### src/rtl/touch_report_pkg.sv
// constants and types shared by the touch report register block
package touch_report_pkg;

  // ==========================================================
  // register map
  localparam logic [7:0] REG_MODE = 8'h00;
  localparam logic [7:0] REG_GESTURE = 8'h01;
  localparam logic [7:0] REG_COUNT = 8'h02;
  localparam logic [7:0] POINT_BASE = 8'h03;
  localparam logic [7:0] POINT_STRIDE = 8'h06;
  localparam logic [7:0] POINT_LAST_XH = 8'h39;
  localparam int POINT_NUM = 10;

  // byte position inside one point group
  localparam logic [2:0] OFS_XH = 3'h0;
  localparam logic [2:0] OFS_XL = 3'h1;
  localparam logic [2:0] OFS_YH = 3'h2;
  localparam logic [2:0] OFS_YL = 3'h3;

  // ==========================================================
  // field layout
  localparam int MODE_LSB = 4;
  localparam int MODE_MSB = 6;
  localparam logic [2:0] MODE_WORK = 3'h0;
  localparam logic [2:0] MODE_FACTORY = 3'h4;
  localparam logic [2:0] MODE_RESET = 3'h0;
  localparam logic [3:0] COUNT_MIN = 4'h1;
  localparam logic [3:0] COUNT_MAX = 4'h5;
  localparam logic [3:0] COUNT_RESET = 4'h0;
  localparam logic [1:0] EVT_PUT_DOWN = 2'h0;
  localparam logic [1:0] EVT_LIFTED = 2'h1;
  localparam logic [1:0] EVT_CONTACT = 2'h2;
  localparam logic [1:0] EVT_RESERVED = 2'h3;

  // gesture codes
  localparam logic [7:0] GEST_NONE = 8'h00;
  localparam logic [7:0] GEST_UP = 8'h10;
  localparam logic [7:0] GEST_DOWN = 8'h14;
  localparam logic [7:0] GEST_RIGHT = 8'h18;
  localparam logic [7:0] GEST_ZOOM_IN = 8'h48;
  localparam logic [7:0] GEST_ZOOM_OUT = 8'h49;

  // point word: xh, xl, yh, yl from msb down
  localparam int WORD_W = 32;
  localparam int IDX_W = 4;

  // ==========================================================
  // timing
  localparam int CLK_KHZ = 25000;
  localparam int SCL_MAX_KHZ = 400;
  localparam int SCL_MIN_CYC = (CLK_KHZ + SCL_MAX_KHZ - 1) / SCL_MAX_KHZ;

  // ==========================================================
  // serial link states
  typedef enum logic [3:0] {
    ST_IDLE = 4'h0,
    ST_ADDR = 4'h1,
    ST_ADDR_ACK = 4'h2,
    ST_REG = 4'h3,
    ST_REG_ACK = 4'h4,
    ST_WDATA = 4'h5,
    ST_WDATA_ACK = 4'h6,
    ST_RDATA = 4'h7,
    ST_RDATA_ACK = 4'h8
  } link_state_e;

endpackage

### src/rtl/point_mem_if.sv
// write and read ports of the point report memory
`timescale 1ns/1ps
interface point_mem_if;
  import touch_report_pkg::*;
  logic we;
  logic [IDX_W-1:0] waddr;
  logic [WORD_W-1:0] wdata;
  logic [IDX_W-1:0] raddr;
  logic [WORD_W-1:0] rdata;
  modport owner (output we, output waddr, output wdata, output raddr, input rdata);
  modport mem (input we, input waddr, input wdata, input raddr, output rdata);
endinterface

### src/rtl/link_pin_sync.sv
// two-flop synchronisers and bus condition detection for the serial pins
`timescale 1ns/1ps
module link_pin_sync (
  input wire logic clk,
  input wire logic rst_n,
  input wire logic ce,
  input wire logic scl_in,
  input wire logic sda_in,
  output logic sda_s,
  output logic scl_rise,
  output logic scl_fall,
  output logic start_seen,
  output logic stop_seen
);
  logic [1:0] scl_meta_q;
  logic [1:0] sda_meta_q;
  logic scl_s_q;
  logic sda_s_q;
  logic scl_prev_q;
  logic sda_prev_q;

  // ==========================================================
  // synchronisers, idle bus is high
  always_ff @(posedge clk or negedge rst_n) begin
    if (!rst_n) begin
      scl_meta_q <= 2'h3;
      sda_meta_q <= 2'h3;
      scl_prev_q <= 1'b1;
      sda_prev_q <= 1'b1;
    end else if (ce) begin
      scl_meta_q <= {scl_meta_q[0], scl_in};
      sda_meta_q <= {sda_meta_q[0], sda_in};
      scl_prev_q <= scl_meta_q[1];
      sda_prev_q <= sda_meta_q[1];
    end
  end

  assign scl_s_q = scl_prev_q;
  assign sda_s_q = sda_prev_q;
  assign sda_s = sda_s_q;
  // edges compare second stage against the stage after it
  assign scl_rise = ce & scl_meta_q[1] & ~scl_s_q;
  assign scl_fall = ce & ~scl_meta_q[1] & scl_s_q;
  assign start_seen = ce & scl_meta_q[1] & scl_s_q & ~sda_meta_q[1] & sda_s_q;
  assign stop_seen = ce & scl_meta_q[1] & scl_s_q & sda_meta_q[1] & ~sda_s_q;
endmodule

### src/rtl/point_mem.sv
// report memory, one word per touch point, registered read
`timescale 1ns/1ps
module point_mem (
  input wire logic clk,
  input wire logic rst_n,
  input wire logic ce,
  point_mem_if.mem port
);
  import touch_report_pkg::*;

  logic [WORD_W-1:0] store_q [POINT_NUM];
  logic [WORD_W-1:0] rdata_q;

  always_ff @(posedge clk or negedge rst_n) begin
    if (!rst_n) begin
      for (int i = 0; i < POINT_NUM; i++) begin
        store_q[i] <= '0;
      end
    end else if (ce && port.we && int'(port.waddr) < POINT_NUM) begin
      store_q[port.waddr] <= port.wdata;
    end
  end

  always_ff @(posedge clk or negedge rst_n) begin
    if (!rst_n) begin
      rdata_q <= '0;
    end else if (ce) begin
      rdata_q <= (int'(port.raddr) < POINT_NUM) ? store_q[port.raddr] : '0;
    end
  end

  assign port.rdata = rdata_q;

  a_mem_read_back: assert property (@(posedge clk) disable iff (!rst_n)
    ce && port.we && port.waddr == port.raddr && int'(port.waddr) < POINT_NUM ##1 ce && $stable(port.raddr)
    |=> rdata_q == $past(port.wdata, 2)) else $error("point word not read back");
endmodule

### src/rtl/touch_report_regs.sv
// touch report register block reached over the two-wire serial link
// ==========================================================
`timescale 1ns/1ps
module touch_report_regs #(
  parameter logic [6:0] DEV_ADDR = 7'h2a  // arbitrary value
) (
  input wire logic clk,
  input wire logic rst_n,
  input wire logic ce,
  input wire logic scl_in,
  input wire logic sda_in,
  output logic sda_out,
  output logic sda_oe,
  input wire logic pt_wr,
  input wire logic [touch_report_pkg::IDX_W-1:0] pt_index,
  input wire logic [1:0] pt_event,
  input wire logic [11:0] pt_x,
  input wire logic [11:0] pt_y,
  input wire logic [3:0] pt_tag,
  input wire logic frame_wr,
  input wire logic [7:0] frame_gesture,
  input wire logic [3:0] frame_count,
  output logic [2:0] op_mode,
  output logic factory_mode
);
  import touch_report_pkg::*;

  // ==========================================================
  // helpers
  function automatic logic legal_gesture(input logic [7:0] g);
    return g == GEST_NONE || g == GEST_UP || g == GEST_DOWN || g == GEST_RIGHT ||
           g == GEST_ZOOM_IN || g == GEST_ZOOM_OUT;
  endfunction

  // point index and byte slot for a register address
  function automatic logic [7:0] point_rel(input logic [7:0] a);
    return a - POINT_BASE;
  endfunction

  function automatic logic [IDX_W-1:0] point_idx(input logic [7:0] a);
    logic [7:0] q;
    q = point_rel(a) / POINT_STRIDE;
    return q[IDX_W-1:0];
  endfunction

  function automatic logic [2:0] point_slot(input logic [7:0] a);
    logic [7:0] r;
    r = point_rel(a) % POINT_STRIDE;
    return r[2:0];
  endfunction

  // ==========================================================
  // pins and memory
  logic sda_s;
  logic scl_rise;
  logic scl_fall;
  logic start_seen;
  logic stop_seen;

  link_pin_sync u_sync (
    .clk(clk),
    .rst_n(rst_n),
    .ce(ce),
    .scl_in(scl_in),
    .sda_in(sda_in),
    .sda_s(sda_s),
    .scl_rise(scl_rise),
    .scl_fall(scl_fall),
    .start_seen(start_seen),
    .stop_seen(stop_seen)
  );

  point_mem_if mem_if ();

  point_mem u_mem (
    .clk(clk),
    .rst_n(rst_n),
    .ce(ce),
    .port(mem_if.mem)
  );

  // ==========================================================
  // report capture from the sensing logic
  logic [7:0] gest_q;
  logic [3:0] count_q;

  assign mem_if.we = ce & pt_wr;
  assign mem_if.waddr = pt_index;
  assign mem_if.wdata = {pt_event, 2'h0, pt_x[11:8],
                         pt_x[7:0],
                         pt_tag, pt_y[11:8],
                         pt_y[7:0]};

  always_ff @(posedge clk or negedge rst_n) begin
    if (!rst_n) begin
      gest_q <= GEST_NONE;
      count_q <= COUNT_RESET;
    end else if (ce && frame_wr) begin
      // unknown codes never reach the host
      gest_q <= legal_gesture(frame_gesture) ? frame_gesture : GEST_NONE;
      // saturate so the host never sees a count above COUNT_MAX
      count_q <= (frame_count > COUNT_MAX) ? COUNT_MAX : frame_count;
    end
  end

  // ==========================================================
  // link state machine
  link_state_e state_q;
  logic [3:0] bit_cnt_q;
  logic [7:0] shift_q;
  logic [7:0] tx_q;
  logic [7:0] ptr_q;
  logic rw_q;
  logic nack_q;
  logic [2:0] mode_q;
  logic oe_q;
  logic [7:0] rd_byte;
  logic byte_done;

  // only the ten point groups reach the memory, higher pointers must not alias back onto point 0
  assign mem_if.raddr = (ptr_q >= POINT_BASE && point_rel(ptr_q) < 8'(POINT_NUM) * POINT_STRIDE) ?
                        point_idx(ptr_q) : '1;

  always_comb begin
    rd_byte = 8'h00;
    if (ptr_q == REG_MODE) begin
      rd_byte[MODE_MSB:MODE_LSB] = mode_q;
    end else if (ptr_q == REG_GESTURE) begin
      rd_byte = gest_q;
    end else if (ptr_q == REG_COUNT) begin
      rd_byte = {4'h0, count_q};
    end else begin
      // gap bytes and addresses past the tenth group read zero
      unique case (point_slot(ptr_q))
        OFS_XH: rd_byte = mem_if.rdata[31:24];
        OFS_XL: rd_byte = mem_if.rdata[23:16];
        OFS_YH: rd_byte = mem_if.rdata[15:8];
        OFS_YL: rd_byte = mem_if.rdata[7:0];
        default: rd_byte = 8'h00;
      endcase
    end
  end

  assign byte_done = scl_fall && ((state_q == ST_RDATA && bit_cnt_q == 4'h7) ||
                     (state_q == ST_WDATA && bit_cnt_q == 4'h8));

  always_ff @(posedge clk or negedge rst_n) begin
    if (!rst_n) begin
      state_q <= ST_IDLE;
      bit_cnt_q <= 4'h0;
      shift_q <= 8'h00;
      tx_q <= 8'h00;
      rw_q <= 1'b0;
      nack_q <= 1'b1;
    end else if (ce) begin
      if (start_seen) begin
        state_q <= ST_ADDR;
        bit_cnt_q <= 4'h0;
      end else if (stop_seen) begin
        state_q <= ST_IDLE;
      end else if (scl_rise) begin
        if (state_q == ST_ADDR || state_q == ST_REG || state_q == ST_WDATA) begin
          shift_q <= {shift_q[6:0], sda_s};
          bit_cnt_q <= bit_cnt_q + 4'h1;
        end
        if (state_q == ST_RDATA_ACK) begin
          nack_q <= sda_s;
        end
      end else if (scl_fall) begin
        unique case (state_q)
          ST_IDLE: state_q <= ST_IDLE;
          ST_ADDR: begin
            if (bit_cnt_q == 4'h8) begin
              state_q <= (shift_q[7:1] == DEV_ADDR) ? ST_ADDR_ACK : ST_IDLE;
              rw_q <= shift_q[0];
            end
          end
          ST_ADDR_ACK: begin
            bit_cnt_q <= 4'h0;
            if (rw_q) begin
              state_q <= ST_RDATA;
              tx_q <= rd_byte;
            end else begin
              state_q <= ST_REG;
            end
          end
          ST_REG: begin
            if (bit_cnt_q == 4'h8) begin
              state_q <= ST_REG_ACK;
            end
          end
          ST_REG_ACK, ST_WDATA_ACK: begin
            state_q <= ST_WDATA;
            bit_cnt_q <= 4'h0;
          end
          ST_WDATA: begin
            if (bit_cnt_q == 4'h8) begin
              state_q <= ST_WDATA_ACK;
            end
          end
          ST_RDATA: begin
            if (bit_cnt_q == 4'h7) begin
              state_q <= ST_RDATA_ACK;
            end else begin
              tx_q <= {tx_q[6:0], 1'b0};
              bit_cnt_q <= bit_cnt_q + 4'h1;
            end
          end
          ST_RDATA_ACK: begin
            bit_cnt_q <= 4'h0;
            if (nack_q) begin
              state_q <= ST_IDLE;
            end else begin
              state_q <= ST_RDATA;
              tx_q <= rd_byte;
            end
          end
        endcase
      end
    end
  end

  // ==========================================================
  // register pointer
  always_ff @(posedge clk or negedge rst_n) begin
    if (!rst_n) begin
      ptr_q <= REG_MODE;
    end else if (ce) begin
      if (scl_fall && state_q == ST_REG && bit_cnt_q == 4'h8) begin
        ptr_q <= shift_q;
      end else if (byte_done) begin
        // advanced long before the next load, so the memory read has settled
        ptr_q <= ptr_q + 8'h01;
      end
    end
  end

  // ==========================================================
  // mode register, writes to read-only bytes are acked and dropped
  always_ff @(posedge clk or negedge rst_n) begin
    if (!rst_n) begin
      mode_q <= MODE_RESET;
    end else if (ce && byte_done && state_q == ST_WDATA && ptr_q == REG_MODE) begin
      mode_q <= shift_q[MODE_MSB:MODE_LSB];
    end
  end

  assign op_mode = mode_q;
  assign factory_mode = (mode_q == MODE_FACTORY);

  // ==========================================================
  // open-drain data pin, changes only while the clock line is low
  always_ff @(posedge clk or negedge rst_n) begin
    if (!rst_n) begin
      oe_q <= 1'b0;
    end else if (ce) begin
      oe_q <= state_q == ST_ADDR_ACK || state_q == ST_REG_ACK || state_q == ST_WDATA_ACK ||
              (state_q == ST_RDATA && !tx_q[7]);
    end
  end

  assign sda_out = 1'b0;
  assign sda_oe = oe_q;

  // ==========================================================
  // checks
  a_mode_write_lands: assert property (@(posedge clk) disable iff (!rst_n)
    ce && byte_done && state_q == ST_WDATA && ptr_q == REG_MODE
    |=> mode_q == $past(shift_q[MODE_MSB:MODE_LSB]) && ptr_q == 8'h01)
    else $error("mode write not taken");

  a_factory_entry: assert property (@(posedge clk) disable iff (!rst_n)
    $rose(factory_mode) |-> $past(ce && byte_done && state_q == ST_WDATA && ptr_q == REG_MODE))
    else $error("factory mode entered without a mode write");

  a_gesture_legal: assert property (@(posedge clk) disable iff (!rst_n)
    ce && frame_wr && !legal_gesture(frame_gesture) |=> gest_q == GEST_NONE)
    else $error("illegal gesture code stored");

  a_count_range: assert property (@(posedge clk) disable iff (!rst_n)
    ce && frame_wr && frame_count >= COUNT_MIN |=> count_q >= COUNT_MIN && count_q <= COUNT_MAX)
    else $error("touch count out of range");

  a_event_field: assert property (@(posedge clk) disable iff (!rst_n)
    mem_if.we |-> mem_if.wdata[31:30] == pt_event && mem_if.wdata[29:28] == 2'h0)
    else $error("event flag or reserved bits misplaced");

  a_coord_pack: assert property (@(posedge clk) disable iff (!rst_n)
    mem_if.we |-> {mem_if.wdata[27:24], mem_if.wdata[23:16]} == pt_x &&
    {mem_if.wdata[11:8], mem_if.wdata[7:0]} == pt_y && mem_if.wdata[15:12] == pt_tag)
    else $error("coordinate or tag packing wrong");

  a_ptr_advance: assert property (@(posedge clk) disable iff (!rst_n)
    ce && byte_done |=> ptr_q == $past(ptr_q) + 8'h01)
    else $error("pointer did not advance");

  a_addr_ack_drive: assert property (@(posedge clk) disable iff (!rst_n)
    ce && state_q == ST_ADDR_ACK ##1 ce |-> sda_oe)
    else $error("address not acknowledged");

  a_last_group_read: assert property (@(posedge clk) disable iff (!rst_n)
    ptr_q == POINT_LAST_XH |-> mem_if.raddr == 4'h9 && point_slot(ptr_q) == OFS_XH)
    else $error("tenth point group misdecoded");

  a_ack_release: assert property (@(posedge clk) disable iff (!rst_n)
    ce && scl_fall && state_q == ST_REG_ACK ##1 ce |=> !sda_oe)
    else $error("ack held past its bit");
endmodule

### config.mk
export PLATFORM = sky130hd
export DESIGN_NAME = touch_report_regs
export DESIGN_NICKNAME = d
export VERILOG_FILES = /design/src/rtl/touch_report_pkg.sv /design/src/rtl/point_mem_if.sv /design/src/rtl/link_pin_sync.sv /design/src/rtl/point_mem.sv /design/src/rtl/touch_report_regs.sv
export SDC_FILE = /design/constraint.sdc
export NUM_CORES = 1
export LEC_CHECK = 0
export ABC_AREA = 1
export BUFFER_PORTS_ARGS = -buffer_cell sky130_fd_sc_hd__clkbuf_2
export CORE_ASPECT_RATIO = 0.6
export CORE_UTILIZATION = 32
export CTS_CLUSTER_DIAMETER = 200
export DETAILED_ROUTE_END_ITERATION = 10
export PLACE_DENSITY = 0.56
export SYNTH_ARGS = -nofsm -noshare
export SYNTH_HDL_FRONTEND = slang
export SYNTH_HIERARCHICAL = 1
export SYNTH_SLANG_ARGS = --single-unit
### constraint.sdc
create_clock -name clk -period 5 [get_ports clk]
set_clock_uncertainty 0.05 [all_clocks]
set_input_delay 0.5 -clock clk [delete_from_list [all_inputs] [get_ports clk]]
set_output_delay 0.5 -clock clk [all_outputs]
set_load 0.05 [all_outputs]
[After elaboration in Yosys (flattened, before gate mapping)]
Index checks and enable logic that the tools add are counted.
Word-level totals
  output and inout bits: 6
  register bits: 408
Cells by class
  divide/modulo/power cells: 2
  bitwise gates (word level): 19
  reductions and logical operators: 44
  muxes and demuxes: 41
  equality and inequality tests: 33
  magnitude comparators: 8
  add/subtract/negate cells: 3
Operators by type and width (count)
  bitwise mux 320 bit: 1
  binary-select mux 32 bit (select 4 bit): 1
  demux 32 bit (select 4 bit): 1
  two-way mux 32 bit: 4
  two-way mux 4 bit: 17
  two-way mux 8 bit: 8
  one-hot mux 4 bit (8 select lines): 1
  one-hot mux 8 bit (4 select lines): 1
  == test 8 x 5 -> 1 bit (second input constant): 3
  one-hot mux 8 bit (3 select lines): 1
  == test 4 x 3 -> 1 bit (second input constant): 5
  == test 8 x 7 -> 1 bit (second input constant): 2
  zero test 8 bit: 2
  logical AND 1 bit: 14
  AND reduction 7 bit: 2
  inequality test 4 bit (second input constant): 3
  logical OR 1 bit: 11
  AND 1 bit: 10
  greater-or-equal comparator 5 bit (second input constant): 2
  inverter 4 -> 5 bit: 2
  AND reduction 5 bit: 2
  two-way mux 3 bit: 3
  AND reduction 9 bit: 1
  nonzero test 3 bit: 3
  35 further kinds: 50

[Logic depth before layout (Yosys ltp)]
  depth after elaboration: 9
  gate-level depth with buffers: 29

[Hierarchy]
Netlist, hierarchy kept.
By module, submodules not included
  point_mem: cells an instance 2147, times used 1, area each 16389.5 um2
  touch_report_regs: cells an instance 516, times used 1, area each 3523.4 um2
  link_pin_sync: cells an instance 33, times used 1, area each 280.3 um2

[Worst setup path before layout]
Ideal clock, no wire load.
  path kind: register to register
  start: register ptr_q[0]
  end: register u_mem.rdata_q[0] (netlist: u_mem/port.rdata[0])
  library setup time: 117 ps
  arrival time: 2859 ps
  clock period less this slack: 3027 ps
  setup slack: 1973 ps
  stages on the path, launching flop included: 27
  buffers on the path: 3
  cells stage by stage: dfrtp_1 > ha_1 > inv_1 > nand3_1 > nand2_1 > nand2_1 > o21ai_2 > nand2_1 > nand2_1 > nand2_2 > nand2_1 > inv_1 > nor2_1 > nand2_1 > nand2_1 > nand3_1 > buf_2 > inv_2 > buf_2 > buf_2 > nand2_1 > nand3_1 > nand3_1 > nand3_1 > nand2_1 > nand2_1 > nand2_1
Between the ends
  longest elaborated chain between the ends: 9
RTL lines
  from (decl): RTL line touch_report_regs.sv:112  | logic [7:0] ptr_q;
  from (signal assigned): RTL line touch_report_regs.sv:230  | ptr_q <= shift_q;
  from (signal assigned): RTL line touch_report_regs.sv:233  | ptr_q <= ptr_q + 8'h01;
  branches (longest 3 deep; another with subtractor 8 x 2 -> 8 bit)
  two-way mux 4 bit (*): RTL line touch_report_regs.sv:121  | assign mem_if.raddr = (ptr_q >= POINT_BASE && point_rel(ptr_q) < 8'(POINT_NUM) * POINT_STRIDE) ?
  via mem_if.raddr[0]: RTL line point_mem_if.sv:8  | logic [IDX_W-1:0] raddr;
  inverter 4 -> 5 bit (implied by the code): RTL line point_mem.sv:28  | rdata_q <= (int'(port.raddr) < POINT_NUM) ? store_q[port.raddr] : '0;
  binary-select mux 32 bit (select 4 bit): RTL line point_mem.sv:28
  two-way mux 32 bit (implied by the code) (2 in series): RTL line point_mem.sv:28
  two-way mux 32 bit (*): RTL line point_mem.sv:28
  to (signal assigned): RTL line point_mem.sv:28
  to (decl): RTL line point_mem.sv:12  | logic [WORD_W-1:0] rdata_q;
Mark *: on every way through the listed nets, which the timed path passes. The select of a mux whose other input is x is not followed.
A chain may end at the register's enable or synchronous reset.

[Final worst setup path]
  start: register ptr_q[4]
  end: register u_mem.rdata_q[15] (netlist: u_mem/port.rdata[15])
Same word-level chain as after synthesis.

==> impl_metrics.yaml <==
clocking:
  clk_pin_slew_ps: 60
  cts_made_buffers: 41
  htree_levels: 2
  cts.sink_count: 408
  clk_path_buf_depth: 3
  root_buffer: "clkbuf_16"
  clkLatencyLatePin_ps: 560
  cts_tree: "done"
floorplanning:
  num_rows: 70
  die_h_um: 197
  dieArea_sq_um: 64100
  start_util_pct: 32.7
  io_pins: 59
  die_w_um: 326
  coreArea_sq_um: 61700
detailed_routing:
  viasPerCell: 4.90
  drc_errors: 0
  drt_pass1_iterations: 7
  wl_per_cell_um: 16.8
  drt_iter0_drc: 1733
  drt_wl_total_um: 59500
  num_vias: 17400
  detail-route-antenna-nets: 0
place:
  dp_hpwl_um: 35300
  dp_slack_ps: 1180
  portBuffers: 57
  place_congestion: 0.884
synth:
  ys_types: 51
  synth-seq-cells: 408
  seq_area_frac_synth_pct: 50.6
  syn-cell-area_sq_um: 20200
  synthCells: 2696
  synth.avg_cell_area_sq_um: 7.49
  yosys_warnings: 6
global_routing:
  grt_usage_pct: 18.8
  grt_pass1_vias: 16600
  grt_pass1_wl_um: 95300
  grt_max_degree: 180
  overflow: 0
  antenna_found_initial: 0
finish:
  final_layout_size_suffix_gt1_share_pct: 8.34
  area_growth_pct: 12.3
  utilization_pct: 36.8
  diodes: 0
  final_net_count: 2749
status:
  status: "finished clean"
critical_path:
  required_ps: 5450
  path_max_fanout: 23
  critical_path.endpoint_type: "register"
  cp_data_arrival_time_ps: 4370
  path_class: "register to register"
  setup.worst_path.start_class: "register"
timing:
  post-route-min-period_ps: 3920
  rsz0062_at_grt: "false"
  max_freq_mhz: 255
  fin_setup_tns_ps: 0
  maxSlewViolCount: 0
  slew_headroom_pct: 25.5
  period_share_pct: 78.4
  tightest_slew_ps: 1110
  worst_slack_ps: 1080
  whs_ps: 126
  finalSetupViolCount: 0
  hold_viol: 0
flow_run:
  max_cap_violations: 0
power_and_ir_drop:
  p_leak_uw: 0.0115
  cellPowerDensity_nw_per_um2: 350
  peakVddDrop_v: 0.000240
hold_path:
  hp-class: "primary input to register"
-- final cells by class --
cell class                 instances  area [sq um]
multi-input combinational       1817          8170
clock buffer                      64          1260
tap                              828          1040
fill                            6441         39000
clock inverter                    11           163
inverter                         334          1260
timing repair buffer              88           581
sequential                       408         10200
-- cells by family after synthesis --
logic type	Yosys count	share of synthesized area (%)
buffers and inverters	473	9.13
AO/OA/AOI/OAI	425	11.0
multiplexers	1	0.0496
flip-flops	408	50.6
XOR/XNOR	2	0.0868
AND/OR/NAND/NOR	1380	28.7
other	1	0.0186
adder cells (fa/ha/maj)	6	0.372
-- routing by layer --
layer | GRT usage [%] | vias up | routed length [um]
met5 | 0 | - | 0
met4 | 4.40 | 0 | 1160
met3 | 3.05 | 88 | 3910
met2 | 27.7 | 553 | 24700
met1 | 28.5 | 8286 | 29800
li1 | - | 8477 | -
-- cells in the mapped netlist (all sizes together) --
cell type	number	area (sq um)
nand2	983	3740
dfrtp	401	10000
o21ai	363	1820
inv	331	1240
nand3	264	1350
clkbuf	83	315
nor2	68	275
buf	56	275
a21oi	31	170
nand4	26	178
or2	24	150
nor3	10	50.1
dfstp	7	184
ha	6	75.1
o211ai	6	45.0
o21bai	5	41.3
a31oi	4	25.0
o31ai	4	30.0
a211oi	3	22.5
clkinv	3	11.3
nor4	3	18.8
o22ai	2	12.5
xor2	2	17.5
a2111oi	1	8.76
a22o	1	8.76
a22oi	1	7.51
a41oi	1	8.76
conb	1	3.75
mux2i	1	10.0
nand3b	1	20.0
o2111ai	1	8.76
o21a	1	7.51
o41ai	1	8.76
or3	1	6.26
-- placed cells by master, fill, tap and decap left out, drive strengths merged, types with 2 or more instances in the layout --
cell type and n:
nand2 983, dfrtp 401, o21ai 363, inv 333, nand3 264, clkbuf 120
nor2 68, a21oi 31, buf 31, nand4 26, or2 24, nor3 10
clkinv 8, dfstp 7, o211ai 6, ha 6, o21bai 5, a31oi 4
o31ai 4, bufinv 4, nor4 3, a211oi 3, conb 3, xor2 2
o22ai 2
-- state kept, by name, summed over array words and instances, names as in the netlist, 2 cells and up --
register / count
u_mem/port.rdata: 32
u_mem/store_q: 320
u_sync/sda_meta_q: 2
bit_cnt_q: 4
count_q: 4
tx_q: 8
op_mode: 3
shift_q: 8
gest_q: 8
ptr_q: 8
state_q: 4
u_sync/scl_meta_q: 2
-- worst max-delay path, cell delays in order, from the launching register on --
cell     delay [ps]
dfrtp_1         460
inv_2           130
nand2_1          90
nor2_1          160
nand3_1         100
nand2_1         170
nand2_1         120
a41oi_1         540
nand3_2         640
buf_4           480
nor3_2          230
buf_4           360
nand2_1          80
nand2_1          80
nand2_1          50
nand2_1          90
-- where the power goes --
part / leakage [uW] / switching, uW / internal (uW)
registers: 0.00544 / 202 / 3650
logic: 0.00532 / 491 / 280
clock network: 0.000706 / 1350 / 1950
total: 0.0115 / 2050 / 5880
-- final timing paths --
path | depth (start not counted) | end | slack, ps | from
max in group asynchronous | 3 | u_mem/store_q[17] | 3020 | rst_n
hold / removal | 3 | u_sync/sda_meta_q[0] | 130 | sda_in
hold reg to reg | 2 | u_sync/scl_meta_q[0] | 420 | u_sync/scl_meta_q[0]
setup / recovery | 15 | u_mem/port.rdata[15] | 1080 | ptr_q[4]
min in group asynchronous | 2 | u_mem/store_q[199] | 530 | rst_n
setup reg to reg | 15 | u_mem/port.rdata[15] | 1080 | ptr_q[4]
-- per-stage QoR --
step	instance area [sq um]	instances	power, uW
floorplan	20200	2698	4400
global placement	21200	3474	4640
detailed placement	21200	3474	4690
CTS	22700	3550	8020
global route	22700	3550	8340
finish	22700	3550	7930
-- timing repair --
item | in CTS | in global routing
hold endpoints to repair | 47 | 0
buffers inserted | 0 | 0
gates resized for setup | 0 | 0
hold buffers | 1 | 0
Note: power is estimated with default switching activity, not from simulation.
